`config.mk`:
```
export PLATFORM = sky130hd
export DESIGN_NAME = mlsc_core
export DESIGN_NICKNAME = d
export VERILOG_FILES = /design/src/design/mlsc_pkg.sv /design/src/design/mlsc_core.sv
export SDC_FILE = /design/constraint.sdc
export NUM_CORES = 1
export LEC_CHECK = 0
export BUFFER_PORTS_ARGS = -buffer_cell sky130_fd_sc_hd__buf_2
export CAP_MARGIN = 5
export CORE_MARGIN = 5
export CORE_UTILIZATION = 43
export DETAILED_ROUTE_END_ITERATION = 7
export PLACE_DENSITY = 0.67
export SYNTH_ARGS = -nofsm -noshare
export SYNTH_HDL_FRONTEND = slang
export SYNTH_SLANG_ARGS = --single-unit
```
`constraint.sdc`:
```
create_clock -name pclk -period 4.9 [get_ports pclk]
set_input_delay 1.47 -clock pclk [delete_from_list [all_inputs] [get_ports pclk]]
set_output_delay 1.47 -clock pclk [all_outputs]
set_load 0.01 [all_outputs]
```
`src/design/mlsc_pkg.sv`:
```
// constants and carrier types for the loopback and start-of-packet control block
package mlsc_pkg;

    // ==========================================================
    // register map (printed offsets are word indices)
    localparam int unsigned ADDR_W = 18;
    localparam logic [15:0] LOOP_IDX = 16'h8055;
    localparam logic [15:0] SOP_IDX = 16'h805A;
    localparam logic [17:0] LOOP_ADDR = {LOOP_IDX, 2'h0};
    localparam logic [17:0] SOP_ADDR = {SOP_IDX, 2'h0};
    localparam logic [15:0] LOOP_RST = 16'h000A;
    localparam logic [15:0] SOP_RST = 16'h001B;

    // ==========================================================
    // loopback register fields
    localparam int unsigned LB_EN = 0;
    localparam int unsigned LB_TX_SUP = 1;
    localparam int unsigned REM_EN = 2;
    localparam int unsigned REM_RX_SUP = 3;
    localparam int unsigned LOOP_W = 4;

    // ==========================================================
    // start-of-packet register fields
    localparam int unsigned RX_SOP_EN = 0;
    localparam int unsigned RX_SOP_SFD = 1;
    localparam int unsigned RX_SOP_LEN = 2;
    localparam int unsigned TX_SOP_EN = 3;
    localparam int unsigned TX_SOP_SFD = 4;
    localparam int unsigned TX_SOP_LEN = 5;
    localparam int unsigned SOP_W = 6;

    // ==========================================================
    // frame constants
    localparam logic [7:0] SFD = 8'hD5;
    localparam logic [3:0] PRE_LEN = 4'h8;
    localparam int unsigned FIFO_DEPTH = 8;
    localparam int unsigned FIFO_W = 9;

    // ==========================================================
    // carriers
    typedef struct packed {
        logic valid;
        logic last;
        logic [7:0] data;
    } mlsc_tx_t;

    typedef struct packed {
        logic en;
        logic [7:0] data;
    } mlsc_byte_t;

    typedef struct packed {
        logic in_frame;
        logic sop;
        logic [3:0] cnt;
    } mlsc_trk_t;

    typedef struct packed {
        logic [LOOP_W-1:0] loop;
        logic [SOP_W-1:0] sopc;
        mlsc_byte_t phy_tx;
        mlsc_byte_t mac_rx;
        mlsc_trk_t [1:0] trk;
    } mlsc_st_t;

endpackage

```
`src/design/mlsc_core.sv`:
```
// loopback routing, start-of-packet indication, transmit fifo and apb registers
// ==========================================================
// Overview of operation
// - local loopback bit set sends mac transmit bytes into the mac receive path while remote loopback is clear
// - with local loopback and transmit suppress set and remote loopback clear, nothing goes to the phy
// - remote loopback bit set sends phy receive bytes back out to the phy
// - with remote loopback and receive suppress set and local loopback clear, nothing reaches the mac
// - receive start indication appears only while its enable bit is set
// - receive start rises on delimiter when option set, else on first valid byte
// - receive start indication stays high until the frame ends
// - length check set raises receive start after eight bytes lacking a delimiter
// - transmit start indication appears only while its enable bit is set
// - delimiter option set raises transmit start on the outgoing delimiter
// - bit five applies the preamble length check to the transmit indication
//
// Design decision made here: register access over APB.
`timescale 1ns/1ps

// ==========================================================
// fifo
module mlsc_fifo #(
    parameter int unsigned W = 9,
    parameter int unsigned DEPTH = 8
) (
    // clock and reset
    input wire logic clk,
    input wire logic rst_n,
    input wire logic ce,
    // fill side
    input wire logic in_valid,
    output logic in_ready,
    input wire logic [W-1:0] in_data,
    // drain side
    output logic out_valid,
    input wire logic out_ready,
    output logic [W-1:0] out_data
);
    localparam int unsigned AW = $clog2(DEPTH);

    typedef struct packed {
        logic [DEPTH-1:0][W-1:0] mem;
        logic [AW:0] wp;
        logic [AW:0] rp;
    } mlsc_fifo_st_t;

    mlsc_fifo_st_t st_r;
    mlsc_fifo_st_t st_nxt;
    logic full;
    logic empty;

    // depth must be a power of two for the wrap bit to work
    assign full = (st_r.wp[AW] != st_r.rp[AW]) && (st_r.wp[AW-1:0] == st_r.rp[AW-1:0]);
    assign empty = st_r.wp == st_r.rp;
    // ready and valid drop with ce so no word moves while frozen
    assign in_ready = !full && ce;
    assign out_valid = !empty && ce;
    assign out_data = st_r.mem[st_r.rp[AW-1:0]];

    always_comb begin
        st_nxt = st_r;
        if (in_valid && in_ready) begin
            st_nxt.mem[st_r.wp[AW-1:0]] = in_data;
            st_nxt.wp = st_r.wp + 1'b1;
        end
        if (out_valid && out_ready) begin
            st_nxt.rp = st_r.rp + 1'b1;
        end
    end

    always_ff @(posedge clk or negedge rst_n) begin
        if (!rst_n) begin
            st_r <= '0;
        end else if (ce) begin
            st_r <= st_nxt;
        end
    end
endmodule

// ==========================================================
// top
module mlsc_core (
    // clock and reset
    input wire logic pclk,
    input wire logic presetn,
    input wire logic ce,
    // apb slave
    input wire logic psel,
    input wire logic penable,
    input wire logic pwrite,
    input wire logic [17:0] paddr,
    input wire logic [31:0] pwdata,
    input wire logic [3:0] pstrb,
    output logic [31:0] prdata,
    output logic pready,
    output logic pslverr,
    // mac transmit
    input wire mlsc_pkg::mlsc_tx_t mac_tx,
    output logic mac_tx_ready,
    // phy transmit
    output mlsc_pkg::mlsc_byte_t phy_tx,
    input wire logic phy_tx_ready,
    // phy receive
    input wire mlsc_pkg::mlsc_byte_t phy_rx,
    // mac receive
    output mlsc_pkg::mlsc_byte_t mac_rx,
    // start-of-packet indications
    output logic rx_sop,
    output logic tx_sop
);
    mlsc_pkg::mlsc_st_t st_r;
    mlsc_pkg::mlsc_st_t st_nxt;
    logic fo_valid;
    logic fo_ready;
    logic [8:0] fo_data;
    logic lb;
    logic lb_sup;
    logic rem;
    logic rem_sup;
    logic fire;
    logic hit_loop;
    logic hit_sop;
    logic wr;
    logic [1:0] pb;
    logic [1:0] pe;
    logic [1:0] en;
    logic [1:0] osfd;
    logic [1:0] lchk;
    logic [1:0][7:0] pd;

    // ==========================================================
    // one step of a start-of-packet tracker
    function automatic mlsc_pkg::mlsc_trk_t trk_step(
        input mlsc_pkg::mlsc_trk_t t,
        input logic b,
        input logic [7:0] d,
        input logic e,
        input logic en_i,
        input logic osfd_i,
        input logic lchk_i
    );
        mlsc_pkg::mlsc_trk_t n;
        logic [3:0] cnt_now;
        n = t;
        cnt_now = t.in_frame ? t.cnt + 4'h1 : 4'h1;
        if (b) begin
            n.in_frame = 1'b1;
            // count saturates so a long preamble cannot wrap
            if (t.cnt != mlsc_pkg::PRE_LEN) begin
                n.cnt = cnt_now;
            end
            if (en_i && !osfd_i && !t.in_frame) begin
                n.sop = 1'b1;
            end
            if (en_i && osfd_i && d == mlsc_pkg::SFD) begin
                n.sop = 1'b1;
            end
            if (en_i && osfd_i && lchk_i && cnt_now == mlsc_pkg::PRE_LEN) begin
                n.sop = 1'b1;
            end
        end
        if (!en_i) begin
            n.sop = 1'b0;
        end
        if (e) begin
            n = '0;
        end
        return n;
    endfunction

    // ==========================================================
    // transmit fifo
    mlsc_fifo #(
        .W(mlsc_pkg::FIFO_W),
        .DEPTH(mlsc_pkg::FIFO_DEPTH)
    ) u_fifo (
        .clk(pclk),
        .rst_n(presetn),
        .ce(ce),
        .in_valid(mac_tx.valid),
        .in_ready(mac_tx_ready),
        .in_data({mac_tx.last, mac_tx.data}),
        .out_valid(fo_valid),
        .out_ready(fo_ready),
        .out_data(fo_data)
    );

    assign lb = st_r.loop[mlsc_pkg::LB_EN];
    assign lb_sup = st_r.loop[mlsc_pkg::LB_TX_SUP];
    assign rem = st_r.loop[mlsc_pkg::REM_EN];
    assign rem_sup = st_r.loop[mlsc_pkg::REM_RX_SUP];
    // remote loopback owns the phy transmit side, so mac bytes wait in the fifo
    // a suppressed local loop does not need the phy, so its stall is ignored
    assign fo_ready = !rem && (phy_tx_ready || (lb && lb_sup));
    assign fire = fo_valid && fo_ready;

    // ==========================================================
    // apb slave: zero wait states, frozen with ce
    assign hit_loop = paddr == mlsc_pkg::LOOP_ADDR;
    assign hit_sop = paddr == mlsc_pkg::SOP_ADDR;
    assign wr = psel && penable && pwrite && ce;
    assign pready = ce;
    assign pslverr = psel && penable && !hit_loop && !hit_sop;
    assign prdata = !psel ? 32'h0000_0000 :
                    hit_loop ? 32'(st_r.loop) :
                    hit_sop ? 32'(st_r.sopc) : 32'h0000_0000;

    assign phy_tx = st_r.phy_tx;
    assign mac_rx = st_r.mac_rx;
    assign rx_sop = st_r.trk[0].sop;
    assign tx_sop = st_r.trk[1].sop;

    // ==========================================================
    // next state
    always_comb begin
        st_nxt = st_r;
        // register writes, only lane 0 holds defined bits
        if (wr && hit_loop && pstrb[0]) begin
            st_nxt.loop = pwdata[mlsc_pkg::LOOP_W-1:0];
        end else if (wr && hit_sop && pstrb[0]) begin
            st_nxt.sopc = pwdata[mlsc_pkg::SOP_W-1:0];
        end
        if (rem) begin
            st_nxt.phy_tx = phy_rx;
        end else if (lb && lb_sup) begin
            st_nxt.phy_tx = '0;
        end else begin
            st_nxt.phy_tx = {fire, fo_data[7:0]};
        end
        if (lb) begin
            st_nxt.mac_rx = {fire, fo_data[7:0]};
        end else if (rem && rem_sup) begin
            st_nxt.mac_rx = '0;
        end else begin
            st_nxt.mac_rx = phy_rx;
        end
        // receive tracker follows the mac-bound stream
        if (lb) begin
            pb[0] = fire;
            pd[0] = fo_data[7:0];
            pe[0] = fire && fo_data[8];
        end else if (rem && rem_sup) begin
            pb[0] = 1'b0;
            pd[0] = phy_rx.data;
            pe[0] = st_r.trk[0].in_frame;
        end else begin
            pb[0] = phy_rx.en;
            pd[0] = phy_rx.data;
            pe[0] = st_r.trk[0].in_frame && !phy_rx.en;
        end
        en[0] = st_r.sopc[mlsc_pkg::RX_SOP_EN];
        osfd[0] = st_r.sopc[mlsc_pkg::RX_SOP_SFD];
        lchk[0] = st_r.sopc[mlsc_pkg::RX_SOP_LEN];
        // transmit tracker follows outgoing mac bytes
        pb[1] = fire;
        pd[1] = fo_data[7:0];
        pe[1] = fire && fo_data[8];
        en[1] = st_r.sopc[mlsc_pkg::TX_SOP_EN];
        osfd[1] = st_r.sopc[mlsc_pkg::TX_SOP_SFD];
        lchk[1] = st_r.sopc[mlsc_pkg::TX_SOP_LEN];
        for (int i = 0; i < 2; i++) begin
            st_nxt.trk[i] = trk_step(st_r.trk[i], pb[i], pd[i], pe[i],
                                     en[i], osfd[i], lchk[i]);
        end
    end

    always_ff @(posedge pclk or negedge presetn) begin
        if (!presetn) begin
            st_r <= '0;
            st_r.loop <= mlsc_pkg::LOOP_RST[mlsc_pkg::LOOP_W-1:0];
            st_r.sopc <= mlsc_pkg::SOP_RST[mlsc_pkg::SOP_W-1:0];
        end else if (ce) begin
            st_r <= st_nxt;
        end
    end
endmodule

```
==> results.py, run 1 <==
metrics = {
    "hold_path": {
        "min_from": "mac_rx[8]",
        "min_path_type": "reg2reg",
        "whs_endpoint": "mac_rx[8]",
        "holdPathStages": 1,
    },
    "global_routing": {
        "grt_antenna_before_repair": 0,
        "grt_max_degree": 51,
        "grt_pass1_wl_um": 22100,
        "grt_use_total": 0.170,
        "overflow": 0,
        "grt_pass1_vias": 4251,
    },
    "floorplan": {
        "rows": 44,
        "die_area_mm2": 0.0171,
        "ios": 135,
        "coreArea_mm2": 0.0144,
        "die_width_um": 131,
        "initial_utilization": 0.436,
        "die_y_um": 131,
    },
    "route": {
        "vias_per_cell": 5.41,
        "ant_nets": 0,
        "dr.pass1.iters": 4,
        "route.detailed.drc": 0,
        "routed_wl_um": 13900,
        "vias": 4180,
        "drtIter0Drc": 347,
        "post_drt_wl_per_cell_um": 18.0,
    },
    "setup_path": {
        "critical_path.max_fanout": 4,
        "required_ps": 3430,
        "cp.arrival_ps": 2920,
        "critPathKind": "in2out",
        "worstSetupEndpointType": "output pin",
        "reg2reg_to": "u_fifo.st_r[69]",
        "rr_startpoint": "u_fifo.st_r[2]",
        "r2r_setup_slack_ps": 2120,
        "ff2ff_path_depth": 6,
        "critPathLaunchType": "input pin",
    },
    "timing": {
        "rsz0062_at_grt": "no",
        "hold_viol": 0,
        "tightest_slew_ps": 716,
        "finalMaxSlewViolations": 0,
        "maxSlewHeadroom": 0.522,
        "finalSetupViolCount": 0,
        "setup_tns_ps": 0,
        "finalCritPeriodShare": 0.896,
        "min_period_ps": 4390,
        "fin_skew_ps": 7.67,
        "max_freq_ghz": 0.228,
    },
    "layout": {
        "postLayoutCellArea_mm2": 0.00724,
        "final_nets": 660,
        "final_layout_size_suffix_gt1_frac": 0.324,
        "syn2layout_area_growth_pct": 15.2,
    },
    "placement": {
        "gp_congestion": 0.827,
        "place_area_mm2": 0.00659,
        "hpwlAfterDp_um": 9670,
        "port_buffers": 79,
    },
    "synth": {
        "syn-cell-area_mm2": 0.00629,
        "synth_top_family_by_area": "multiplexers",
        "synth-edff-count": 0,
        "synth_xor_area_frac": 0.0207,
        "synthDistinctLibCells": 58,
        "yosys_warnings": 0,
        "synth_seq_cells": 120,
        "async_flop_share": 1.00,
        "synth_cells": 509,
        "synthSimpleGateAreaFrac": 0.113,
        "synth_compound_area_frac": 0.0653,
        "synth_mux_area_frac": 0.229,
        "avgSynthCellArea_um2": 12.4,
        "synthAdderAreaFrac": 0.0119,
        "synth_flop_cell": "dfrtp_1",
        "seq_area_frac_synth": 0.479,
    },
    "clock_network": {
        "cts_max_level": 4,
        "clkTransAtPathRegs_ps": 50,
        "clkLatencyLatePin_ps": 430,
        "clkSinkCount": 120,
        "cts_hold_buffers": 0,
        "tritoncts": "done",
        "ctsResizeCount": 0,
        "cts_made_buffers": 17,
        "cts_setup_buffers": 0,
        "clk_path_buf_depth": 2,
        "cts_root_buf": "clkbuf_16",
    },
    "pwr": {
        "leakagePower_nw": 3.38,
        "power.density_mw_per_mm2": 608,
        "ir_drop_uv": 368,
    },
    "run_status": {
        "status": "finished, final reports clean",
    },
    "flow_run": {
        "cap_violations": 0,
    },
}
-- registers in the layout (all words and copies together) (netlist names), 2 cells and up --
name,cells
osfd,2
en,2
lchk,2
u_fifo.st_r,80
phy_tx,9
st_r,10
mac_rx,9
-- where the power goes --
| part | internal [mW] | switching (mW) | total [mW] |
|---|---|---|---|
| combinational | 0.702 | 0.706 | 1.41 |
| sequential | 1.38 | 0.250 | 1.64 |
| clock | 0.901 | 0.463 | 1.36 |
-- cell type report --
cell class / instances / area [um2]
diodes: 1 / 2.50
inverters: 12 / 45.0
clock inverters: 15 / 228
multi-input cells: 338 / 2860
well taps: 184 / 230
repair buffers: 85 / 443
fillers: 1239 / 7180
clock buffers: 17 / 425
flip-flops and latches: 120 / 3010
-- layout by cell type (no fill, tap or decap), types with 7 or more instances in the layout --
cell,Yosys,routed
a21oi_1,21,21
a22o_1,7,7
and3_1,11,11
buf_2,3,78
buf_4,51,7
clkbuf_16,0,17
conb_1,1,26
dfrtp_1,114,114
inv_1,11,11
mux2_1,51,51
mux2_2,35,35
mux2i_1,11,11
mux4_2,16,16
nand2_1,19,19
nor2_1,29,29
nor2b_1,9,9
o21ai_0,9,9
xnor2_1,7,7
-- synth_stat cells, types with 7 or more instances --
| library cell | n | area, um2 |
|---|---|---|
| a21oi_1 | 21 | 105 |
| a22o_1 | 7 | 61.3 |
| and3_1 | 11 | 68.8 |
| buf_4 | 51 | 383 |
| dfrtp_1 | 114 | 2850 |
| inv_1 | 11 | 41.3 |
| mux2_1 | 51 | 574 |
| mux2_2 | 35 | 394 |
| mux2i_1 | 11 | 110 |
| mux4_2 | 16 | 360 |
| nand2_1 | 19 | 71.3 |
| nor2_1 | 29 | 109 |
| nor2b_1 | 9 | 56.3 |
| o21ai_0 | 9 | 45.0 |
| xnor2_1 | 7 | 61.3 |
-- through the flow --
step	hold WS [ps]	cells	total power [mW]	util	setup WS, ps
finish	480	772	4.41	0.502	509
global route	494	771	4.67	0.502	333
CTS	480	771	4.45	0.502	487
detailed placement	468	739	3.06	0.457	494
global placement	460	739	2.97	0.457	548
floorplan	455	534	2.76	-	891
-- critical path, stage by stage --
cell	delay [ps]
buf_2	90
nor4b_1	320
nand4_1	260
nor2_1	240
and2_1	240
a22o_1	170
buf_2	120
-- logic make-up (layout without fill, tap and decap cells) --
kind of cell             count (synthesis)  count (layout)
AO/OA/AOI/OAI                           61              61
XOR/XNOR                                14              14
adder cells (fa/ha/maj)                  6               6
buffers and inverters                   76             129
flip-flops                             120             120
multiplexers                           113             113
other                                    1              27
AND/OR/NAND/NOR                        118             118
-- worst max-delay path by stage --
stage,start,endpoint,cells after the start
3_5_place_dp,paddr[15],prdata[3],7
3_3_place_gp,paddr[15],prdata[0],7
2_1_floorplan,paddr[2],prdata[0],4
6_report,paddr[15],prdata[3],7
4_1_cts,paddr[15],prdata[3],7
5_1_grt,paddr[15],prdata[0],7
-- metal layers --
metal | up-vias | share of wire | track usage
met4 | 0 | 0.0096 | 0.0557
met2 | 141 | 0.49 | 0.280
met5 | - | 0 | 0
met3 | 15 | 0.072 | 0.0528
met1 | 2125 | 0.43 | 0.214
li1 | 1899 | - | -
(Power assumes the default switching activity.)
==> run 2, diff against run 1 <==
Settings changed: ABC_AREA set to 1.
==> run 2 against run 1 <==
Effect of this change: design area rose by 2.6%; via count is 31% higher; sequential power down 4%; clock-buffer cell count rose by 2; worst hold slack got worse by 1.6 ps; maximum frequency about the same; synthesized cell count up 64%; wire length increased by 13%; area after synthesis is 5.4% higher; global-route usage grew 1.0 points.
==> results.py, run 2 <==
metrics = {
    "run_status": {
        "status": "finished, final reports clean",
    },
    "pwr": {
        "power.density_mw_per_mm2": 577,
        "ir_drop_uv": 309,
        "leakagePower_nw": 3.67,
        "finalPower_mw": 4.28,
    },
    "timing": {
        "min_period_ps": 4390,
        "fin_skew_ps": 10.1,
        "hold_viol": 0,
        "holdWs_ps": 478,
        "max_freq_ghz": 0.228,
        "tightest_slew_ps": 897,
        "finalMaxSlewViolations": 0,
        "rsz0062_at_grt": "no",
        "finalCritPeriodShare": 0.896,
        "setup_tns_ps": 0,
        "maxSlewHeadroom": 0.402,
        "finalSetupViolCount": 0,
    },
    "placement": {
        "hpwlAfterDp_um": 11200,
        "port_buffers": 79,
        "dp.cells": 1056,
        "gp_congestion": 0.841,
    },
    "synth": {
        "synth-edff-count": 0,
        "syn-cell-area_mm2": 0.00663,
        "synth_cells": 833,
        "synth_top_area_frac": 0.431,
        "seq_area_frac_synth": 0.454,
        "synth_flop_cell": "dfrtp_1",
        "synth_seq_cells": 120,
        "synth.largest_area_cell": "dfrtp_1",
        "yosysMostFrequentCell": "nand2_1",
        "avgSynthCellArea_um2": 7.95,
        "synthTopCellsByArea": "dfrtp_1 (43%), nand2_1 (13%), nand3_1 (6.0%)",
        "async_flop_share": 1.00,
        "yosys_warnings": 0,
        "synthDistinctLibCells": 42,
        "synth_common_cells": "nand2_1 (225), dfrtp_1 (114), inv_1 (92), nand3_1 (80), o21ai_0 (58)",
    },
    "layout": {
        "layout_common_cells": "nand2_1 (225), dfrtp_1 (114), inv_1 (92)",
        "syn2layout_area_growth_pct": 12.1,
        "diodes": 0,
        "top_register": "u_fifo.st_r",
        "fin_cells": 1088,
        "final_layout_size_suffix_gt1_frac": 0.199,
        "mostFrequentLayoutCell": "nand2_1",
        "reg_top3": "u_fifo.st_r x80, st_r x10",
        "largest_reg_flops": 80,
        "final_nets": 973,
    },
    "floorplan": {
        "coreArea_mm2": 0.0151,
        "die_width_um": 134,
        "ios": 135,
        "initial_utilization": 0.437,
        "die_area_mm2": 0.0180,
        "rows": 45,
        "die_y_um": 134,
    },
    "clock_network": {
        "cts_made_buffers": 17,
        "cts_root_buf": "clkbuf_16",
        "clkLatencyLatePin_ps": 420,
        "clkTransAtPathRegs_ps": 60,
        "clkSinkCount": 120,
        "ctsResizeCount": 0,
        "cts_setup_buffers": 0,
        "cts_max_level": 4,
        "clk_path_buf_depth": 2,
        "cts_hold_buffers": 0,
        "tritoncts": "done",
    },
    "route": {
        "routed_wl_um": 15700,
        "vias": 5476,
        "dr.pass1.iters": 5,
        "post_drt_wl_per_cell_um": 14.4,
        "drtIter0Drc": 373,
        "route.detailed.drc": 0,
        "vias_per_cell": 5.03,
        "ant_nets": 0,
    },
    "setup_path": {
        "critPathKind": "in2out",
        "cp.arrival_ps": 2920,
        "required_ps": 3430,
        "critPathLaunchType": "input pin",
        "critical_path.max_fanout": 7,
        "worstSetupEndpointType": "output pin",
    },
    "global_routing": {
        "grt_use_total": 0.180,
        "grt_antenna_before_repair": 0,
        "overflow": 0,
        "grt_pass1_vias": 5097,
        "grt_max_degree": 70,
        "grt_pass1_wl_um": 26000,
    },
    "flow_run": {
        "cap_violations": 0,
    },
    "hold_path": {
        "min_path_type": "reg2reg",
    },
}
==> run 2: changes by cell type after synthesis, moves of 33 or more <==
cell	delta
nand2_1	+206
inv_1	+81
nand3_1	+77
mux2_1	-51
o21ai_0	+49
o21ai_2	+38
mux2_2	-33
==> run 2: kinds of logic after synthesis <==
family	after synthesis	share of synthesized area
muxes	2	0.00340
AOI/OAI and AO/OA	152	0.144
buffers and inverters	171	0.131
adders and majority gates	6	0.0113
and+or+nand+nor	374	0.246
DFF	120	0.454
other	1	0.000566
xor gates and xnor gates	7	0.00925
==> run 2: layout make-up <==
cell class	instances	area, um2
Timing Repair Buffer	83	428
Clock inverter	13	105
Multi-Input combinational cell	567	2840
Sequential cell	120	3010
Tap cell	188	235
Inverter	98	370
Clock buffer	19	443
Fill cell	1507	7720
==> run 2: power breakdown <==
part / internal, mW / total, mW / switching [mW]
clock network: 0.704 / 1.15 / 0.447
logic: 0.556 / 1.56 / 1.00
registers: 1.37 / 1.58 / 0.206
==> run 2: worst max-delay path: stages <==
cell     delay (ps)
buf_2           100
nor4_1          250
nand2_1         100
inv_1            60
nand2_1          90
nor2_1          330
nand2_1         120
o21ai_0         230
buf_2           180
==> run 2: layer usage <==
layer | global-route usage | vias up | wire length [um]
li1 | - | 2728 | -
met1 | 0.260 | 2574 | 7610
met2 | 0.269 | 154 | 6940
met3 | 0.0480 | 20 | 894
met4 | 0.0481 | 0 | 221
met5 | 0 | - | 0
==> run 2: worst paths after layout <==
kind | slack, ps | from | endpoint | depth (start not counted)
worst max-delay path | 510 | paddr[10] | prdata[0] | 9
worst min-delay path | 480 | mac_rx[4] | mac_rx[4] | 2
worst max register to register | 2470 | u_fifo.st_r[1] | u_fifo.st_r[67] | 11
worst min register to register | 480 | mac_rx[4] | mac_rx[4] | 2
max in group asynchronous | 2750 | presetn | u_fifo.st_r[40] | 2
min in group asynchronous | 1180 | presetn | st_r[6] | 1
==> run 2: through the flow <==
stage / util / worst slack, ps / instance area (um2)
global route: 0.491 / 269 / 7430
CTS: 0.491 / 476 / 7430
detailed placement: 0.454 / 479 / 6880
global placement: 0.454 / 472 / 6880
floorplan: - / 831 / 6720
finish: 0.491 / 508 / 7430
